<file path="src/rtl/hdsq_pkg.sv">
package hdsq_pkg;
    // ==========================================================
    // Data widths and iteration count
    localparam int unsigned WORD_W      = 12;
    localparam int unsigned CNT_W       = 4;
    localparam logic [3:0]  LAST_ITER   = 4'hc;
    localparam logic [11:0] WORD_RST    = 12'h000;
    localparam logic [3:0]  CNT_RST     = 4'h0;
    // ==========================================================
    // Divide subperiods
    typedef enum logic [2:0] {
        HDSQ_IDLE,
        HDSQ_ENTER,
        HDSQ_WAIT,
        HDSQ_ONCE,
        HDSQ_LOOP
    } hdsq_phase_e;
endpackage

</file>
<file path="src/rtl/hdsq_divider.sv">
`timescale 1ns/100ps
`default_nettype none
module hdsq_divider (
    input  wire logic        CLK,
    input  wire logic        ARST_N,
    input  wire logic        REGISTER_CLOCK_STROBE,
    input  wire logic        PULSER_PERIOD0,
    input  wire logic        PULSER_PERIOD7,
    input  wire logic        PERIOD3,
    input  wire logic        PERIOD4_MID_STROBE,
    input  wire logic        PERIOD5_MID_STROBE,
    input  wire logic        PERIOD5_END,
    input  wire logic        PERIOD6_MID_STROBE,
    input  wire logic        PERIOD6,
    input  wire logic        PERIOD7,
    input  wire logic        DIVIDE_OPCODE,
    input  wire logic        LOAD_OPERANDS,
    input  wire logic [11:0] DIVIDEND_HIGH_IN,
    input  wire logic [11:0] DIVIDEND_LOW_IN,
    input  wire logic [11:0] DIVISOR_IN,
    output logic      [11:0] QUOTIENT_ACC,
    output logic      [11:0] HIGH_ACC,
    output logic      [11:0] SAVE_ACC,
    output logic      [11:0] MEMORY_DATA_HOLDING_REG,
    output logic             CARRY_FLAG_LATCH,
    output logic             WAIT_FLAG,
    output logic             ONCE_FLAG,
    output logic             DIVISOR_LOOP_FLAG,
    output logic             DONE_LATCH,
    output logic             RECYCLE_ENABLE,
    output logic             TWELVE_COUNT_N,
    output logic             BUSY
);
    // ==========================================================
    // State
    hdsq_pkg::hdsq_phase_e  phase_q, phase_d;
    logic [11:0] j_q, j_d, k_q, k_d, r_q, r_d, s_q, s_d, mdr_q, mdr_d;
    logic [3:0]  cnt_q, cnt_d;
    logic        ov_q, ov_d, wait_q, wait_d, once_q, once_d, rl_q, rl_d;
    logic        done_q, done_d, rec_q, rec_d, tw_n_q, tw_n_d, busy_q, busy_d;
    logic [12:0] sum;
    logic        p4, p5, p6, p5e;

    function automatic logic [12:0] add12(input logic [11:0] a, input logic [11:0] b,
                                          input logic cin);
        add12 = {1'b0, a} + {1'b0, b} + {12'h000, cin};
    endfunction

    // The period 4, 5 and 6 mid strobes and the period 5 end are gated by the register strobe
    assign p4  = PERIOD4_MID_STROBE & REGISTER_CLOCK_STROBE;
    assign p5  = PERIOD5_MID_STROBE & REGISTER_CLOCK_STROBE;
    assign p5e = PERIOD5_END & REGISTER_CLOCK_STROBE;
    assign p6  = PERIOD6_MID_STROBE & REGISTER_CLOCK_STROBE;

    // ==========================================================
    // Next-state logic
    always_comb begin
        phase_d = phase_q;
        j_d = j_q; k_d = k_q; r_d = r_q; s_d = s_q; mdr_d = mdr_q;
        cnt_d = cnt_q; ov_d = ov_q; wait_d = wait_q; once_d = once_q; rl_d = rl_q;
        done_d = done_q; rec_d = rec_q; tw_n_d = tw_n_q; busy_d = busy_q;
        sum = 13'h0000;
        if (PULSER_PERIOD7) begin
            wait_d = 1'b0;
            once_d = 1'b0;
        end
        if (PULSER_PERIOD0) begin
            rl_d = 1'b0;
        end
        case (phase_q)
            hdsq_pkg::HDSQ_IDLE: begin
                if (PERIOD3 && DIVIDE_OPCODE) begin
                    phase_d = hdsq_pkg::HDSQ_ENTER;
                    cnt_d   = hdsq_pkg::CNT_RST;
                    done_d  = 1'b0;
                    rec_d   = 1'b1;
                    tw_n_d  = 1'b1;
                    busy_d  = 1'b1;
                end
                if (LOAD_OPERANDS && !busy_q) begin
                    k_d = DIVIDEND_HIGH_IN;
                    j_d = DIVIDEND_LOW_IN;
                    r_d = DIVISOR_IN;
                end
            end
            hdsq_pkg::HDSQ_ENTER: begin
                if (p4) begin
                    ov_d = 1'b0;
                end
                sum = add12(~k_q, r_q, 1'b0);
                if (p5) begin
                    if (sum[12]) begin
                        ov_d = 1'b1;
                    end
                    s_d = k_q;
                end
                if (p5e) begin
                    wait_d  = 1'b1;
                    phase_d = hdsq_pkg::HDSQ_WAIT;
                end
            end
            hdsq_pkg::HDSQ_WAIT: begin
                if (PERIOD6 && REGISTER_CLOCK_STROBE) begin
                    done_d = 1'b1;
                    if (!ov_q) begin
                        rec_d = 1'b0;
                    end
                end
                if (!rec_q && PERIOD7 && REGISTER_CLOCK_STROBE) begin
                    ov_d    = 1'b1;
                    phase_d = hdsq_pkg::HDSQ_IDLE;
                    busy_d  = 1'b0;
                end
                // Recycled pass: the divisor still runs through the adder
                if (rec_q && p4) begin
                    ov_d = 1'b0;
                end
                sum = add12(r_q, 12'h000, 1'b0);
                if (rec_q && p5) begin
                    mdr_d = sum[11:0];
                end
                if (rec_q && p5e) begin
                    once_d  = 1'b1;
                    rl_d    = 1'b1;
                    phase_d = hdsq_pkg::HDSQ_ONCE;
                end
            end
            hdsq_pkg::HDSQ_ONCE: begin
                sum = add12(~mdr_q, 12'h000, 1'b1);
                if (p6) begin
                    mdr_d   = sum[11:0];
                    phase_d = hdsq_pkg::HDSQ_LOOP;
                end
            end
            hdsq_pkg::HDSQ_LOOP: begin
                if (p4) begin
                    ov_d  = 1'b0;
                    cnt_d = cnt_q + 4'h1;
                    {k_d, j_d} = {k_q[10:0], j_q, 1'b0};
                    if (cnt_q + 4'h1 == hdsq_pkg::LAST_ITER) begin
                        tw_n_d = 1'b0;
                        rec_d  = 1'b0;
                    end
                end
                if (PERIOD5_MID_STROBE) begin
                    sum = add12(k_q, mdr_q, 1'b0);
                end else if (ov_q) begin
                    sum = add12(j_q, 12'h000, 1'b1);
                end else begin
                    sum = add12(s_q, 12'h000, 1'b0);
                end
                if (p5) begin
                    k_d  = sum[11:0];
                    // Save takes the high word on the same strobe, so it keeps the
                    // pre-subtraction value that a failed trial restores
                    s_d  = k_q;
                    ov_d = sum[12];
                end
                if (p6) begin
                    if (ov_q) begin
                        j_d = sum[11:0];
                    end else begin
                        k_d = s_q;
                    end
                    if (!tw_n_q) begin
                        done_d  = 1'b1;
                        busy_d  = 1'b0;
                        phase_d = hdsq_pkg::HDSQ_IDLE;
                    end
                end
            end
            default: begin
                phase_d = hdsq_pkg::HDSQ_IDLE;
            end
        endcase
    end

    // ==========================================================
    // Registers
    always_ff @(posedge CLK or negedge ARST_N) begin
        if (!ARST_N) begin
            phase_q <= hdsq_pkg::HDSQ_IDLE;
            j_q     <= hdsq_pkg::WORD_RST;
            k_q     <= hdsq_pkg::WORD_RST;
            r_q     <= hdsq_pkg::WORD_RST;
            s_q     <= hdsq_pkg::WORD_RST;
            mdr_q   <= hdsq_pkg::WORD_RST;
            cnt_q   <= hdsq_pkg::CNT_RST;
            ov_q    <= 1'b0;
            wait_q  <= 1'b0;
            once_q  <= 1'b0;
            rl_q    <= 1'b0;
            done_q  <= 1'b0;
            rec_q   <= 1'b0;
            tw_n_q  <= 1'b1;
            busy_q  <= 1'b0;
        end else begin
            phase_q <= phase_d;
            j_q     <= j_d;
            k_q     <= k_d;
            r_q     <= r_d;
            s_q     <= s_d;
            mdr_q   <= mdr_d;
            cnt_q   <= cnt_d;
            ov_q    <= ov_d;
            wait_q  <= wait_d;
            once_q  <= once_d;
            rl_q    <= rl_d;
            done_q  <= done_d;
            rec_q   <= rec_d;
            tw_n_q  <= tw_n_d;
            busy_q  <= busy_d;
        end
    end

    assign QUOTIENT_ACC            = j_q;
    assign HIGH_ACC                = k_q;
    assign SAVE_ACC                = s_q;
    assign MEMORY_DATA_HOLDING_REG = mdr_q;
    assign CARRY_FLAG_LATCH        = ov_q;
    assign WAIT_FLAG               = wait_q;
    assign ONCE_FLAG               = once_q;
    assign DIVISOR_LOOP_FLAG       = rl_q;
    assign DONE_LATCH              = done_q;
    assign RECYCLE_ENABLE          = rec_q;
    assign TWELVE_COUNT_N          = tw_n_q;
    assign BUSY                    = busy_q;
endmodule
`default_nettype wire

</file>
<file path="config.mk">
export PLATFORM = sky130hd
export DESIGN_NAME = hdsq_divider
export DESIGN_NICKNAME = d
export VERILOG_FILES = /design/src/rtl/hdsq_pkg.sv /design/src/rtl/hdsq_divider.sv
export SDC_FILE = /design/constraint.sdc
export NUM_CORES = 1
export LEC_CHECK = 0
export BUFFER_PORTS_ARGS = -buffer_cell sky130_fd_sc_hd__buf_2
export CORE_UTILIZATION = 27
export DETAILED_ROUTE_END_ITERATION = 10
export PLACE_DENSITY = 0.5
export SETUP_SLACK_MARGIN = 0.1
export SYNTH_ARGS = -nofsm -noshare
export SYNTH_HDL_FRONTEND = slang
export SYNTH_SLANG_ARGS = --single-unit
</file>
<file path="constraint.sdc">
create_clock -name CLK -period 2.88 [get_ports CLK]
set_input_delay 0.576 -clock CLK [delete_from_list [all_inputs] [get_ports CLK]]
set_output_delay 0.576 -clock CLK [all_outputs]
set_load 0.02 [all_outputs]
</file>
== Yosys cells after proc, flatten, opt, wreduce, memory -nomap -nowiden ==
Cells that the tools add are included.
Cells by class
  add/sub/neg operators: 5
  reductions and logical operators: 27
  mux-type cells: 59
  bitwise logic cells: 6
  equal/unequal tests: 19
Operators by type and width (number)
  12-bit two-way mux: 11
  12-bit one-hot mux with 2 select lines: 3
  1-bit two-way mux: 27
  12-bit by 12-bit adder with 13-bit output: 2
  13-bit two-way mux: 2
  2-bit != test, second input constant: 12
  12-bit NOT: 2
  3-bit two-way mux: 7
  3-bit one-hot mux with 5 select lines: 1
  12-bit by 1-bit adder with 13-bit output, second input constant: 1
  12-bit by 1-bit adder with 12-bit output, second input constant: 1
  1-bit one-hot mux with 3 select lines: 4
  6-bit AND reduction: 2
  5-bit AND reduction: 2
  1-bit logical AND: 8
  4-bit two-way mux: 2
  4-bit one-hot mux with 2 select lines: 1
  2-bit AND reduction: 4
  3-bit by 2-bit == test with 1-bit output, second input constant: 2
  3-bit != test, second input constant: 2
  3-bit AND reduction: 2
  3-bit nonzero test: 2
  4-bit by 1-bit adder with 4-bit output, second input constant: 1
  1-bit bitwise AND: 4
  other kinds (9): 11
Word-level totals
  output and inout bits: 56
  word-level logic and storage cells: 131
  register bits after elaboration: 75
  input bits: 50

== Longest topological paths before layout ==
  depth after elaboration: 7
  gate-level depth with buffers: 9
  depth with buffers taken out: 8

== Least setup slack after synthesis ==
Ideal clock, no wire load.
  path kind: register -> register
  from: reg k_q[0], in the netlist HIGH_ACC[0]
  to: reg ov_q, in the netlist CARRY_FLAG_LATCH
  buffers on the path: 0
  library setup time: 0.124 ns
  arrival: 2.256 ns
  data required time: 2.756 ns
  path slack: 0.500 ns
  clock period less this slack: 2.380 ns
  stages on the path, launching flop included: 9
  path through: dfrtp_1 ha_1 fa_1 a21o_1 a221oi_2 o221ai_2 a211o_1 o21ai_1 a2bb2oi_1
On the way
  word-level cells in the longest chain between the ends: 5
  elaborated cells on any way between the ends: 8
  those cells by class: add/sub: 2; mux: 5; bitwise: 1
Ends and longest elaborated chain
  from (decl): line hdsq_divider.sv:37  | logic [11:0] j_q, j_d, k_q, k_d, r_q, r_d, s_q, s_d, mdr_q, mdr_d;
  from (signal assigned): line hdsq_divider.sv:184  | k_q <= hdsq_pkg::WORD_RST;
  from (signal assigned): line hdsq_divider.sv:200  | k_q <= k_d;
  12-bit NOT: line hdsq_divider.sv:90  | sum = add12(~k_q, r_q, 1'b0);
  12-bit by 12-bit adder with 13-bit output: line hdsq_divider.sv:46  | add12 = {1'b0, a} + {1'b0, b} + {12'h000, cin};
  1-bit two-way mux: line hdsq_divider.sv:92  | if (sum[12]) begin
  1-bit two-way mux: line hdsq_divider.sv:91  | if (p5) begin
  1-bit one-hot mux with 3 select lines (*): line hdsq_divider.sv:70  | case (phase_q)
  to (signal assigned): line hdsq_divider.sv:205  | ov_q <= ov_d;
  to (decl): line hdsq_divider.sv:39  | logic ov_q, ov_d, wait_q, wait_d, once_q, once_d, rl_q, rl_d;
Mark *: on every way between the ends. The rest lies on a longest branch, timed or not.
A chain may end at the register's enable or synchronous reset.

== Worst setup path after layout ==
  from: reg k_q[0], in the netlist HIGH_ACC[0]
  to: reg k_q[10], in the netlist HIGH_ACC[10]
On the way
  word-level cells in the longest chain between the ends: 6
Ends and longest elaborated chain
  12-bit by 12-bit adder with 13-bit output (*): line hdsq_divider.sv:46
  13-bit two-way mux (*): line hdsq_divider.sv:145  | if (PERIOD5_MID_STROBE) begin
  12-bit two-way mux (*): line hdsq_divider.sv:152  | if (p5) begin
  12-bit two-way mux: line hdsq_divider.sv:160  | if (ov_q) begin
  12-bit two-way mux (*): line hdsq_divider.sv:159  | if (p6) begin
  12-bit one-hot mux with 2 select lines (*): line hdsq_divider.sv:70
Marks and branches as above.

==> run metrics <==
CP max stage delay=about 0.45 ns; crit-path cells=ha_1, fa_1, a21o_1, a221oi_2, o221ai_2, xor2_1, o211ai_1, a21oi_1; Crit path required time=between 3 and 4 ns; number of global-route vias before repair=approximately 5k; Final Worst Setup Slack=roughly 0.37 ns; Clock Tree Buf Depth=2; unrepaired setup endpoints after global routing=false; Routed Antenna Nets=0; die height=~140 um; post-synth net total=704; power per cell area=between 1000 and 1500 nW/um^2; final setup vio count=0; PortBufs=roughly 110; Avg Synthesized Cell Area=8.55 sq um; Seq/Total Area, Yosys=0.351; Lkg Pwr=3.03 nW; final core occ=0.334; core area=just under 20000 sq um; min-delay worst type=in2async; CTS tree=yes; Final min period=about 2.5 ns; wire length per cell=between 15 and 20 um; Core Rows=51; Total GRT Usage=0.182; final net count=806; antenna cell count=0; Post-CTS Setup Inserts=0; pre-CTS WS=0.387 ns; crit path DAT=approximately 2.8 ns; Worst-Margin Slew=about 0.63 ns; area of the multi-input gates=approximately 3200 sq um; Startpoint Class=flip-flop; Congestion Overflow GR=0; root buf cell=clkbuf_16; DRC viols=0; largest area contributor in the netlist=dfrtp_1; Hold Fails Final Rpt=0; die width=143 um; Syn-to-layout area delta=21.5%; # clock sinks=75; post-synth top area share=0.346; Clk Latency, worst-skew pair=between 0.3 and 0.4 ns; period utilization=0.873; ys flop type=dfrtp_1; Worst path slowest cell=dfrtp_1; Synth async-reset ratio=1.00; critical path class=reg2reg; #FFs+latches synth=75; max-cap violation count=0; post-DP HPWL=approximately 14000 um; initial antenna violation count=0; Post-Syn Area=roughly 5400 sq um; Ports=~110; largest net degree at the start of global routing=just over 40; first-pass GRT wire length=28100 um; setup TNS=0 ns; # fillers=around 2.1k; synth cell count leaders=78 x nand2_1, 74 x dfrtp_1, 53 x a21oi_1, 53 x o21ai_0, 47 x nor2_1; Max VDD drop=about 450 uV; Post-CTS Hold Fix Bufs=0; post_cts resized=0; Yosys Warn Count=0; run status=complete, no violations; max frequency=between 300 and 400 MHz; First-pass DRT Iterations=4; Vias/cell=5.16; FF+latch area=1880 sq um; DR iter-0 viols=~270; routability cong.=about 0.8; count leader, synth=nand2_1; Synth cell types=slightly below 70; crit-path max FO=7; Post-synth EDFFs=0; Synth area leaders=dfrtp_1 35%, ha_1 6.3%, nand2_1 5.5%, mux2i_1 5.4%, a21oi_1 5.0%; TritonCTS buffer count=9; final WL=17700 um; Slew Limit Fails=0; full die area=between 20000 and 25000 sq um; layout cells sized above 1=0.233; Reg2Reg Setup Slack=between 0.3 and 0.4 ns; H-tree levels=3; skew final=~0.0068 ns; Clock transition at path regs=around 0.060 ns; via count=5145; Initial Util=0.275; element type at the critical path end=flip-flop; Slew HR=0.576; Mapped Cells=about 630
-- cell families after synthesis --
family                   share of synthesized area
multiplexers                                0.0858
XOR/XNOR                                    0.0311
flip-flops                                   0.351
adder cells (fa/ha/maj)                     0.0669
AND/OR/NAND/NOR                              0.176
AO/OA/AOI/OAI                                0.241
buffers and inverters                       0.0486
-- worst paths after layout --
path / from / to / cells past startpoint
max in group asynchronous: ARST_N / TWELVE_COUNT_N$_DFFE_PN1P_ / 2
max reg2reg: HIGH_ACC[0]$_DFFE_PN0P_ / HIGH_ACC[10]$_DFFE_PN0P_ / 8
min in group CLK: PULSER_PERIOD0 / DIVISOR_LOOP_FLAG$_DFF_PN0_ / 2
max: HIGH_ACC[0]$_DFFE_PN0P_ / HIGH_ACC[10]$_DFFE_PN0P_ / 8
min reg2reg: SAVE_ACC[2]$_DFFE_PN0P_ / SAVE_ACC[2]$_DFFE_PN0P_ / 2
min: ARST_N / QUOTIENT_ACC[3]$_DFFE_PN0P_ / 1
-- cell usage in the layout, fill, tap and decap left out, types with 7 or more instances in the layout --
master	count
buf_4	23
ha_1	27
a31oi_1	10
mux2_2	15
a21oi_1	53
o21ai_0	53
mux2i_1	29
clkbuf_16	9
nor3_1	9
nand4_1	8
o22ai_1	11
xnor2_1	7
nor2_1	47
nand2_1	78
a211oi_1	16
xor2_1	12
and2_1	7
buf_2	104
dfrtp_1	74
inv_1	25
nand3_1	19
-- metrics by stage --
step | hold slack (ns) | power (W) | cell area [sq um] | instances
6_report | 0.198 | 0.00797 | 6500 | 998
2_1_floorplan | 0.280 | 0.00536 | 5350 | 626
3_3_place_gp | 0.492 | 0.00688 | 6230 | 982
4_1_cts | 0.219 | 0.00802 | 6500 | 998
5_1_grt | 0.238 | 0.00863 | 6500 | 998
3_5_place_dp | 0.495 | 0.00690 | 6230 | 982
-- cell type report --
class / count / share of cell area
well taps: 265 / 0.0510
inverters: 25 / 0.0144
clock inverters: 2 / 0.00154
repair buffers: 128 / 0.110
multi-input cells: 489 / 0.494
clock buffers: 14 / 0.0406
flip-flops and latches: 75 / 0.289
-- metal layers --
layer / wire length [um] / vias up / track usage
met5: 0 / - / 0
met4: 222 / 0 / 0.0481
met3: 956 / 16 / 0.0423
met2: 7940 / 131 / 0.284
met1: 8610 / 2487 / 0.251
li1: - / 2511 / -
-- state kept, by name (all words and copies together) (netlist names), 3 cells and up --
register                 flops
HIGH_ACC                    12
MEMORY_DATA_HOLDING_REG     12
QUOTIENT_ACC                12
SAVE_ACC                    12
cnt_q                        4
phase_q                      3
r_q                         12
-- report_power, final --
group / internal (W) / switching [W] / total (W) / leakage [nW]
Sequential: 0.00153 / 0.000796 / 0.00233 / 0.898
Clock: 0.000629 / 0.000448 / 0.00108 / 0.137
Combinational: 0.00183 / 0.00273 / 0.00456 / 1.99
-- critical path, delay by kind of cell, from the launching register on --
kind | cells | cell delay (ns)
xor+xnor | 1 | 0.29
flops | 1 | 0.45
fa+ha+maj | 2 | 0.67
compound gates | 5 | 1.03
(Power assumes the default switching activity.)
